## config.mk

```make
export PLATFORM = sky130hd
export DESIGN_NAME = ddl_host_flat
export DESIGN_NICKNAME = d
export VERILOG_FILES = /design/src/ddl_pkg.sv /design/src/ddl_bus_if.sv /design/src/ddl_host.sv /design/src/flat_wrapper.sv
export SDC_FILE = /design/constraint.sdc
export NUM_CORES = 1
export LEC_CHECK = 0
export ABC_AREA = 1
export BUFFER_PORTS_ARGS = -buffer_cell sky130_fd_sc_hd__buf_2
export CORE_MARGIN = 2
export CORE_UTILIZATION = 47
export CTS_CLUSTER_DIAMETER = 80
export DETAILED_ROUTE_END_ITERATION = 8
export PLACE_DENSITY = 0.87
export SETUP_SLACK_MARGIN = 0.1
export SLEW_MARGIN = 40
export SYNTH_ARGS = -nofsm -noshare
export SYNTH_HDL_FRONTEND = slang
export SYNTH_SLANG_ARGS = --single-unit
```

## constraint.sdc

```tcl
create_clock -name mclk -period 1.77 [get_ports mclk]
set_input_delay 0.177 -clock mclk [delete_from_list [all_inputs] [get_ports mclk]]
set_output_delay 0.177 -clock mclk [all_outputs]
set_load 0.1 [all_outputs]
```

## src/ddl_pkg.sv

```systemverilog
// Shared constants and types for the dual converter loader and its host end.
package ddl_pkg;

  // Block geometry and code width.
  localparam int unsigned BLOCK_BYTES   = 8;
  localparam int unsigned CODE_W        = 12;
  localparam int unsigned ADDR_W        = 10;
  localparam int unsigned SEL_W         = 7;

  // Offsets inside the block.
  localparam logic [2:0] OFS_CH0_LOW    = 3'h0;
  localparam logic [2:0] OFS_CH0_HIGH   = 3'h1;
  localparam logic [2:0] OFS_CH1_LOW    = 3'h2;
  localparam logic [2:0] OFS_CH1_HIGH   = 3'h3;
  localparam logic [2:0] OFS_SYNC_CH0_LOW  = 3'h4;
  localparam logic [2:0] OFS_SYNC_CH0_HIGH = 3'h5;
  localparam logic [2:0] OFS_SYNC_CH1_LOW  = 3'h6;
  localparam logic [2:0] OFS_SYNC_CH1_HIGH_BOTH = 3'h7;

  // Field positions of the low byte.
  localparam int unsigned LOW_NIB_MSB   = 7;
  localparam int unsigned LOW_NIB_LSB   = 4;

  // Value after reset of codes.
  localparam logic [11:0] CODE_RESET    = 12'h000;

  // Host controller register byte addresses on AXI4-Lite.
  localparam logic [3:0] HREG_CTRL      = 4'h0;
  localparam logic [3:0] HREG_DATA      = 4'h4;
  localparam logic [3:0] HREG_STATUS    = 4'h8;
  localparam logic [3:0] HREG_BASE      = 4'hC;

  // Control register fields: bit 0 start, bits 3:1 offset.
  localparam int unsigned CTRL_GO_BIT   = 0;
  localparam int unsigned CTRL_OFS_LSB  = 1;

  // Host bus cycle length in mclk periods (100 ns each).
  localparam int unsigned IOW_NS        = 300;
  localparam int unsigned CLK_NS        = 100;
  localparam int unsigned IOW_CYC       = (IOW_NS + CLK_NS - 1) / CLK_NS;
  localparam logic [2:0]  IOW_CYC_3     = 3'(IOW_CYC);

  // AXI response codes.
  localparam logic [1:0] RESP_OKAY      = 2'h0;
  localparam logic [1:0] RESP_SLVERR    = 2'h2;

  // Host write sequencer states.
  typedef enum logic [1:0] {HW_IDLE, HW_SETUP, HW_STROBE, HW_DONE} ddl_hw_e;

endpackage

```

## src/ddl_bus_if.sv

```systemverilog
`timescale 1ns/1ps
// Host expansion-bus signals joining the host end and the card end.
interface ddl_bus_if;
  logic [9:0] addr;
  logic [7:0] data_out;
  logic       data_oe_n;
  logic       iow_n;
  logic       ior_n;
  logic       aen;
  logic [7:0] card_data_out;
  logic       card_data_oe_n;

  modport host (
    output addr, data_out, data_oe_n, iow_n, ior_n, aen,
    input  card_data_out, card_data_oe_n
  );
  modport card (
    input  addr, data_out, data_oe_n, iow_n, ior_n, aen,
    output card_data_out, card_data_oe_n
  );
endinterface

```

## src/ddl_host.sv

```systemverilog
// Local design decision: the AXI4-Lite slave port.
`timescale 1ns/1ps
// Host end: AXI4-Lite controlled sequencer issuing bus I/O writes.
module ddl_host #(
  parameter int unsigned STROBE_CYC = ddl_pkg::IOW_CYC
) (
  // Clock and reset.
  input  wire logic        mclk,
  input  wire logic        rst,
  // AXI4-Lite slave.
  input  wire logic [3:0]  s_axi_awaddr,
  input  wire logic        s_axi_awvalid,
  output logic             s_axi_awready,
  input  wire logic [31:0] s_axi_wdata,
  input  wire logic [3:0]  s_axi_wstrb,
  input  wire logic        s_axi_wvalid,
  output logic             s_axi_wready,
  output logic [1:0]       s_axi_bresp,
  output logic             s_axi_bvalid,
  input  wire logic        s_axi_bready,
  input  wire logic [3:0]  s_axi_araddr,
  input  wire logic        s_axi_arvalid,
  output logic             s_axi_arready,
  output logic [31:0]      s_axi_rdata,
  output logic [1:0]       s_axi_rresp,
  output logic             s_axi_rvalid,
  input  wire logic        s_axi_rready,
  // Expansion bus.
  ddl_bus_if.host          bus
);

  initial begin
    if (STROBE_CYC < 1 || STROBE_CYC > 7) begin
      $error("ddl_host STROBE_CYC must be 1 to 7.");
    end
  end

  logic        aw_reg, w_reg, bv_reg, rv_reg;
  logic [3:0]  awa_reg;
  logic [31:0] wd_reg, rd_reg;
  logic [3:0]  ws_reg;
  logic [1:0]  br_reg, rr_reg;
  logic [7:0]  data_reg;
  logic [6:0]  base_reg;
  logic [2:0]  ofs_reg, cnt_reg;
  logic        done_reg, iow_n_reg;
  ddl_pkg::ddl_hw_e st_reg;

  // Write path decode once both address and data are held.
  wire logic do_wr   = aw_reg & w_reg & ~bv_reg;
  wire logic busy    = (st_reg != ddl_pkg::HW_IDLE);
  wire logic wr_data = do_wr & (awa_reg == ddl_pkg::HREG_DATA) & ws_reg[0];
  wire logic wr_base = do_wr & (awa_reg == ddl_pkg::HREG_BASE) & ws_reg[0];
  wire logic wr_ctrl = do_wr & (awa_reg == ddl_pkg::HREG_CTRL) & ws_reg[0];
  wire logic go      = wr_ctrl & wd_reg[ddl_pkg::CTRL_GO_BIT] & ~busy;
  wire logic map_w   = (awa_reg == ddl_pkg::HREG_CTRL) | (awa_reg == ddl_pkg::HREG_DATA)
                     | (awa_reg == ddl_pkg::HREG_BASE);
  wire logic map_r   = (s_axi_araddr[1:0] == 2'h0) & (s_axi_araddr != 4'h0 ? 1'b1 : 1'b1);
  wire logic [31:0] rmux =
      (s_axi_araddr == ddl_pkg::HREG_CTRL)   ? {28'h000_0000, ofs_reg, 1'b0} :
      (s_axi_araddr == ddl_pkg::HREG_DATA)   ? {24'h00_0000, data_reg} :
      (s_axi_araddr == ddl_pkg::HREG_STATUS) ? {30'h0000_0000, done_reg, busy} :
                                               {25'h000_0000, base_reg};

  // AXI channel handshakes.
  always_ff @(posedge mclk or posedge rst) begin
    if (rst) begin
      aw_reg <= 1'b0;
      w_reg  <= 1'b0;
      bv_reg <= 1'b0;
      rv_reg <= 1'b0;
      awa_reg <= 4'h0;
      wd_reg <= 32'h0000_0000;
      ws_reg <= 4'h0;
      rd_reg <= 32'h0000_0000;
      br_reg <= ddl_pkg::RESP_OKAY;
      rr_reg <= ddl_pkg::RESP_OKAY;
    end else begin
      if (s_axi_awvalid & ~aw_reg) begin
        aw_reg  <= 1'b1;
        awa_reg <= s_axi_awaddr;
      end
      if (s_axi_wvalid & ~w_reg) begin
        w_reg  <= 1'b1;
        wd_reg <= s_axi_wdata;
        ws_reg <= s_axi_wstrb;
      end
      if (do_wr) begin
        bv_reg <= 1'b1;
        br_reg <= map_w ? ddl_pkg::RESP_OKAY : ddl_pkg::RESP_SLVERR;
      end else if (bv_reg & s_axi_bready) begin
        bv_reg <= 1'b0;
        aw_reg <= 1'b0;
        w_reg  <= 1'b0;
      end
      if (s_axi_arvalid & ~rv_reg) begin
        rv_reg <= 1'b1;
        rd_reg <= rmux;
        rr_reg <= map_r ? ddl_pkg::RESP_OKAY : ddl_pkg::RESP_SLVERR;
      end else if (rv_reg & s_axi_rready) begin
        rv_reg <= 1'b0;
      end
    end
  end

  // Controller registers and the bus write sequencer.
  always_ff @(posedge mclk or posedge rst) begin
    if (rst) begin
      data_reg  <= 8'h00;
      base_reg  <= 7'h00;
      ofs_reg   <= 3'h0;
      done_reg  <= 1'b0;
      iow_n_reg <= 1'b1;
      cnt_reg   <= 3'h0;
      st_reg    <= ddl_pkg::HW_IDLE;
    end else begin
      if (wr_data & ~busy) begin
        data_reg <= wd_reg[7:0];
      end
      if (wr_base & ~busy) begin
        base_reg <= wd_reg[6:0];  // Host must choose a legal base.
      end
      case (st_reg)
        ddl_pkg::HW_IDLE: begin
          if (go) begin
            ofs_reg  <= wd_reg[ddl_pkg::CTRL_OFS_LSB +: 3];  // Software orders +4..+7.
            done_reg <= 1'b0;
            st_reg   <= ddl_pkg::HW_SETUP;
          end else if (wr_ctrl) begin
            done_reg <= 1'b0;
          end
        end
        ddl_pkg::HW_SETUP: begin
          iow_n_reg <= 1'b0;
          cnt_reg   <= 3'(STROBE_CYC);
          st_reg    <= ddl_pkg::HW_STROBE;
        end
        ddl_pkg::HW_STROBE: begin
          if (cnt_reg == 3'h1) begin
            iow_n_reg <= 1'b1;
            st_reg    <= ddl_pkg::HW_DONE;
          end else begin
            cnt_reg <= cnt_reg - 3'h1;
          end
        end
        ddl_pkg::HW_DONE: begin
          cnt_reg <= cnt_reg - 3'h1;
          if (cnt_reg == 3'h0) begin
            st_reg <= ddl_pkg::HW_IDLE;
          end
          done_reg <= 1'b1;
        end
        default: begin
          st_reg <= ddl_pkg::HW_IDLE;
        end
      endcase
    end
  end

  // Outputs.
  assign s_axi_awready = ~aw_reg;
  assign s_axi_wready  = ~w_reg;
  assign s_axi_bvalid  = bv_reg;
  assign s_axi_bresp   = br_reg;
  assign s_axi_arready = ~rv_reg;
  assign s_axi_rvalid  = rv_reg;
  assign s_axi_rdata   = rd_reg;
  assign s_axi_rresp   = rr_reg;
  assign bus.addr      = {base_reg, ofs_reg};
  assign bus.data_out  = data_reg;
  assign bus.data_oe_n = 1'b0;
  assign bus.iow_n     = iow_n_reg;
  assign bus.ior_n     = 1'b1;
  assign bus.aen       = 1'b0;

endmodule // ddl_host

```

## src/flat_wrapper.sv

```systemverilog
// flat-port wrapper written by rule: the top's interface ports become plain ports
module ddl_host_flat 
#(
  parameter int unsigned STROBE_CYC = ddl_pkg::IOW_CYC
)
  (mclk, rst, s_axi_awaddr, s_axi_awvalid, s_axi_awready, s_axi_wdata, s_axi_wstrb, s_axi_wvalid, s_axi_wready, s_axi_bresp, s_axi_bvalid, s_axi_bready, s_axi_araddr, s_axi_arvalid, s_axi_arready, s_axi_rdata, s_axi_rresp, s_axi_rvalid, s_axi_rready, bus_addr, bus_data_out, bus_data_oe_n, bus_iow_n, bus_ior_n, bus_aen, bus_card_data_out, bus_card_data_oe_n);
  ddl_bus_if bus_i ();
  input  wire logic mclk;
  input  wire logic rst;
  input  wire logic [3:0] s_axi_awaddr;
  input  wire logic s_axi_awvalid;
  output logic s_axi_awready;
  input  wire logic [31:0] s_axi_wdata;
  input  wire logic [3:0] s_axi_wstrb;
  input  wire logic s_axi_wvalid;
  output logic s_axi_wready;
  output logic [1:0] s_axi_bresp;
  output logic s_axi_bvalid;
  input  wire logic s_axi_bready;
  input  wire logic [3:0] s_axi_araddr;
  input  wire logic s_axi_arvalid;
  output logic s_axi_arready;
  output logic [31:0] s_axi_rdata;
  output logic [1:0] s_axi_rresp;
  output logic s_axi_rvalid;
  input  wire logic s_axi_rready;
  output wire logic [$bits(bus_i.addr)-1:0] bus_addr;
  output wire logic [$bits(bus_i.data_out)-1:0] bus_data_out;
  output wire logic [$bits(bus_i.data_oe_n)-1:0] bus_data_oe_n;
  output wire logic [$bits(bus_i.iow_n)-1:0] bus_iow_n;
  output wire logic [$bits(bus_i.ior_n)-1:0] bus_ior_n;
  output wire logic [$bits(bus_i.aen)-1:0] bus_aen;
  input wire logic [$bits(bus_i.card_data_out)-1:0] bus_card_data_out;
  input wire logic [$bits(bus_i.card_data_oe_n)-1:0] bus_card_data_oe_n;
  assign bus_addr = bus_i.addr;
  assign bus_data_out = bus_i.data_out;
  assign bus_data_oe_n = bus_i.data_oe_n;
  assign bus_iow_n = bus_i.iow_n;
  assign bus_ior_n = bus_i.ior_n;
  assign bus_aen = bus_i.aen;
  assign bus_i.card_data_out = bus_card_data_out;
  assign bus_i.card_data_oe_n = bus_card_data_oe_n;
  ddl_host #(.STROBE_CYC(STROBE_CYC)) u_core (.mclk(mclk), .rst(rst), .s_axi_awaddr(s_axi_awaddr), .s_axi_awvalid(s_axi_awvalid), .s_axi_awready(s_axi_awready), .s_axi_wdata(s_axi_wdata), .s_axi_wstrb(s_axi_wstrb), .s_axi_wvalid(s_axi_wvalid), .s_axi_wready(s_axi_wready), .s_axi_bresp(s_axi_bresp), .s_axi_bvalid(s_axi_bvalid), .s_axi_bready(s_axi_bready), .s_axi_araddr(s_axi_araddr), .s_axi_arvalid(s_axi_arvalid), .s_axi_arready(s_axi_arready), .s_axi_rdata(s_axi_rdata), .s_axi_rresp(s_axi_rresp), .s_axi_rvalid(s_axi_rvalid), .s_axi_rready(s_axi_rready), .bus(bus_i));
endmodule
```

# ---- Word level (Yosys, flattened, before mapping)
# Cells that the tools add are included.
dict set report classes {
  add_sub_neg 1
  eq_ne 13
  n_mux 26
  bitwise_logic 24
  n_reduce_logical 16
}
# op n
set ops {}
lappend ops {{32-bit two-way mux} 2}
lappend ops {{1-bit bitwise AND} 17}
lappend ops {{1-bit two-way mux} 13}
lappend ops {{2-bit two-way mux} 5}
lappend ops {{2-bit nonzero test} 5}
lappend ops {{3-bit case mux with 3 select lines} 1}
lappend ops {{4-bit by 3-bit equality test with 1-bit output, second input constant} 2}
lappend ops {{4-bit equality test, second input constant} 2}
lappend ops {{4-bit zero test} 2}
lappend ops {{2-bit case mux with 4 select lines} 1}
lappend ops {{2-bit AND reduction} 4}
lappend ops {{7-bit two-way mux} 1}
lappend ops {{2-bit by 1-bit inequality test with 1-bit output, second input constant} 3}
lappend ops {{1-bit NOT} 5}
lappend ops {{2-bit equality test, second input constant} 2}
lappend ops {{2-bit zero test} 2}
lappend ops {{1-bit case mux with 2 select lines} 2}
lappend ops {{3-bit by 1-bit equality test with 1-bit output, second input constant} 1}
lappend ops {{3-bit zero test} 1}
lappend ops {{3-bit two-way mux} 1}
lappend ops {{3-bit by 1-bit inequality test with 1-bit output, second input constant} 1}
lappend ops {{3-bit AND reduction} 1}
lappend ops {{3-bit nonzero test} 1}
lappend ops {{3-bit by 1-bit subtractor with 3-bit output, second input constant} 1}
lappend ops {{other kinds (3)} 4}
dict set report word_totals {
  ff_bits 78
  in_bits 60
  output_inout_bits 63
  word_cells 97
}

# ---- Depth between registers and ports, before layout
dict set report depth {
  depth_word 8
  depth_mapped 9
  depth_no_buf 9
}

# ---- Worst setup path after synthesis
# No wires, ideal clock.
dict set report synth_timing {
  path_type {reg-to-reg}
  startpoint {register u_core.rv_reg, in the netlist u_core.s_axi_rvalid}
  endpoint {register u_core.rv_reg, in the netlist u_core.s_axi_rvalid}
  setup_time_ps 161
  t_arrival_ps 2250
  required_time_ps 1609
  path_slack_ps -640
  path_stages_with_launch 5
  path_buffers 1
  period_less_slack_ps 2410
  path_cell_list {dfrtp_1 -> inv_1 -> nand2_1 -> clkbuf_1 -> o21ai_0}
}
dict set report synth_between {
  elab_chain_cells 3
  word_cells_on_any_way 5
  cone_classes {1 x mux; 3 x bitwise; 1 x reduce/logical}
}
# item line_no
set synth_lines {}
lappend synth_lines {{from (decl)} ddl_host.sv:38} ;# logic aw_reg, w_reg, bv_reg, rv_reg;
lappend synth_lines {{from (signal assigned)} ddl_host.sv:71} ;# rv_reg <= 1'b0;
lappend synth_lines {{from (signal assigned)} ddl_host.sv:97} ;# rv_reg <= 1'b1;
lappend synth_lines {{from (signal assigned)} ddl_host.sv:101} ;# rv_reg <= 1'b0;
lappend synth_lines {{1-bit NOT (*)} -}
lappend synth_lines {{net s_axi_arready} flat_wrapper.sv:22} ;# output logic s_axi_arready;
lappend synth_lines {{1-bit bitwise AND (*)} ddl_host.sv:96} ;# if (s_axi_arvalid & ~rv_reg) begin
lappend synth_lines {{1-bit two-way mux / 2-bit nonzero test (equally long branches)} -}
# Mark *: on every way through the listed nets, which the timed path passes. The rest lies on a longest branch.
# A chain may end at the register's enable or synchronous reset.

# ---- Final worst setup path
dict set report layout_timing {
  startpoint {register u_core.st_reg[0]}
  endpoint {register u_core.st_reg[1]}
}
dict set report layout_between {
  elab_chain_cells 5
  word_cells_on_any_way 12
  cone_classes {6 x eq/ne; 1 x mux; 2 x bitwise; 3 x reduce/logical}
}
# item line_no
set layout_lines {}
lappend layout_lines {{from (decl)} ddl_host.sv:47} ;# ddl_pkg::ddl_hw_e st_reg;
lappend layout_lines {{from (signal assigned)} ddl_host.sv:115} ;# st_reg <= ddl_pkg::HW_IDLE;
lappend layout_lines {{from (signal assigned)} ddl_host.sv:128} ;# st_reg <= ddl_pkg::HW_SETUP;
lappend layout_lines {{from (signal assigned)} ddl_host.sv:136} ;# st_reg <= ddl_pkg::HW_STROBE;
lappend layout_lines {{2-bit nonzero test} ddl_host.sv:51} ;# wire logic busy = (st_reg != ddl_pkg::HW_IDLE);
lappend layout_lines {{1-bit NOT} ddl_host.sv:55} ;# wire logic go = wr_ctrl & wd_reg[ddl_pkg::CTRL_GO_BIT] & ~busy;
lappend layout_lines {{1-bit bitwise AND} ddl_host.sv:55}
lappend layout_lines {{2-bit by 1-bit inequality test with 1-bit output (no line)} -}
lappend layout_lines {{3-bit AND reduction (no line)} -}
# Several ways; a longest one is shown, not always the timed one.

==> metrics <==
status finished clean; Lkg Pwr about 0.0017 uW; number of global-route vias before repair 1859; Syn Inst Count 303; leading cell type in the layout, fill and taps excluded nand2_1; Core ar. 5507 um^2; Initial Util between 40% and 50%; Cells after DPL roughly 430; CTS tree built; Post-Synth Simple-Gate Area 20.49%; DR WL/cell about 12 um; Fin Clk Skew 0.01168 ns; GPL Wtd Cong ~0.79; r2r endpoint u_core.st_reg[1]; Hold WC Path Type input pin to flip-flop; clk_lat worst skew 0.31 ns; global-route wire length before repair 8.148 mm; Adder-Cell Fraction of Synth Area 3.253%; I/O pin cnt 123; Ant. Diodes 0; Yosys reg bits 52; initial antenna violation count 0; Pwr Density 2183 nW/um^2; Hold Startpoint s_axi_rready; vias per cell 4.644; Routed WL approximately 5 mm; sequential cell area 1305 um^2; row count 27; cell area after synthesis 2693 um^2; routed via count around 2000; Core Util, Final 55.90%; final instance count without filler cells 435; register area share after synthesis between 40% and 50%; highest metal used met4; Die Width 79.69 um; startpoint types flip-flop; largest net degree at the start of global routing 43; Max Cap Viol 0; DRC viols 0; Final Slew Violations 0; multiplexer share of the synthesized area 0%; CTS Sinks between 50 and 60; metal2 WL 2.556 mm; CP max-delay cell dfrtp_1; commonest cells after routing, fill and taps aside nand2_1 (62), buf_2 (57), dfrtp_1 (49); Final Critical Period 1.530 ns; CP cell instances inv_1 -> ha_2 -> inv_2 -> a21oi_1 -> or2_2 -> inv_1 -> nand2_1 -> nand2_1 -> nand2_1; Fillers just over 500; crit path DAT roughly 1.7 ns; Crit Path Max Fanout 4; area of the multi-input gates about 1100 um^2; Clock Path Buffers 2; Num CTS Buffers 5; Max Freq approximately 650 MHz; Iter 0 DRT Violations 116; xor/xnor share of the synthesized area 0%; Layout Nets about 430; gr ovfl total 0; Critical Path End Type flip-flop; share of cells above drive strength 1 between 20 and 30%; drt first pass iters 4; CTS root buffer clkbuf_8; Die ar. 6351 um^2; Avg Cell Area, Syn 8.886 um^2; Synth warnings 0; largest family of logic cells by synthesized area simple AND/OR/NAND/NOR gates; Worst R2R Start u_core.st_reg[0]; HPWL Detailed 3.889 mm; H-tree depth 2; Pwr Total 6720 uW; Setup CP Type flip-flop to flip-flop; CP most frequent cell nand2_1; Max IR drop VDD between 1000 and 1500 uV; reg2reg setup slack 0.24 ns; Synth area leaders dfrtp_1 (47%), nand2_1 (8.8%), buf_4 (8.1%); Total Routing Usage GR 16.44%; Slowest Stage Delay on Critical Path 0.40 ns; final hold vios 0; WHS Endpoint u_core.s_axi_rvalid; metal3 WL 327 um; RSZ-0062 raised after global routing false; Hold WS 0.05014 ns; Layout area overhead 14.31%; R2R depth 9; cell taking the most area after synthesis dfrtp_1; Metal-1 WL 2.097 mm; Port Buf Inserts 57; endpoints failing setup 0; Synth top area share 47.40%; Clock Pin Slew Worst Setup and Hold Paths 0.10 ns; die height 79.69 um; WP data required approximately 2.0 ns; Final ANT Viol Nets 0; number of distinct library cells after synthesis 33; Synth Area in Compound Gates between 10% and 20%; final period utilization 86.42%; cell depth of the worst hold path 2
==> what timing repair did <==
item	CTS	global route
gates resized for setup	0	3
endpoints found under the hold margin	10	0
hold buffers	1	0
setup buffers	0	0
endpoints found under the setup margin	0	9
==> power by group <==
group / internal [uW] / switching (uW)
sequential: 1650 / 319
combinational: 692 / 3230
clock: 426 / 403
==> worst max-delay path, delay by kind of cell, from the launching register on <==
| kind | cells | cell delay, ns |
|---|---|---|
| and+or+nand+nor | 4 | 0.49 |
| DFF | 1 | 0.40 |
| buffers and inverters | 3 | 0.27 |
| adders and majority gates | 1 | 0.21 |
| AOI/OAI and AO/OA | 1 | 0.05 |
==> synthesized netlist by cell type <==
| master | instances |
|---|---|
| a21oi_1 | 20 |
| o21ai_2 | 15 |
| ha_1 | 7 |
| nand4_4 | 2 |
| buf_4 | 29 |
| dfstp_2 | 1 |
| a31oi_1 | 2 |
| o211ai_1 | 4 |
| o21ai_0 | 7 |
| o221ai_1 | 1 |
| o22ai_1 | 1 |
| dfrtp_1 | 51 |
| buf_6 | 2 |
| or2_2 | 1 |
| nor3_1 | 1 |
| o21bai_1 | 1 |
| buf_2 | 2 |
| nor2_1 | 30 |
| inv_1 | 34 |
| nand2_2 | 4 |
| o31ai_1 | 1 |
| nand2_1 | 63 |
| nor2_2 | 3 |
| nor2_4 | 1 |
| clkbuf_1 | 1 |
| nand3_1 | 10 |
| a211oi_1 | 1 |
| a22oi_1 | 1 |
| nand4_1 | 1 |
| nand3_4 | 1 |
| inv_2 | 2 |
| nor2_8 | 1 |
| conb_1 | 2 |
==> cell families after synthesis <==
kind of cell / count (synthesis)
AND/OR/NAND/NOR: 118
buffers and inverters: 70
AO/OA/AOI/OAI: 54
adder cells (fa/ha/maj): 7
flip-flops: 52
other: 2
==> stage by stage <==
step           setup WS, ns  setup TNS [ns]  instance area, um^2
3_5_place_dp         0.1854               0                 2948
3_3_place_gp         0.2434               0                 2948
4_1_cts              0.1677               0                 3073
2_1_floorplan       -0.2091          -1.653                 2816
6_report             0.2404               0                 3078
5_1_grt              0.1363               0                 3078
==> worst max-delay path by stage <==
| stage | from | slack, ns | end |
|---|---|---|---|
| 6_report | u_core.st_reg[0] | 0.24 | u_core.st_reg[1] |
| 5_1_grt | u_core.st_reg[0] | 0.14 | u_core.st_reg[1] |
| 4_1_cts | u_core.st_reg[0] | 0.17 | u_core.bus.data_out[3] |
| 3_5_place_dp | u_core.st_reg[0] | 0.19 | u_core.bus.data_out[5] |
| 3_3_place_gp | u_core.st_reg[0] | 0.24 | u_core.bus.data_out[2] |
| 2_1_floorplan | u_core.s_axi_rvalid | -0.21 | u_core.s_axi_rdata[2] |
==> per-layer routing <==
metal  global-route usage, %  up-vias
met1                   19.18      916
li1                        -     1027
met2                   28.82       68
met4                   6.207        0
met5                       0        -
met3                   4.299        9
==> final cells by class <==
cell class              count  area share (%)
flip-flops and latches     52           42.40
multi-input cells         208           36.06
repair buffers             59           10.24
inverters                  36           4.634
well taps                  72           2.927
clock buffers               5           2.236
clock inverters             3           1.504
Note: power is estimated with default switching activity, not from simulation.
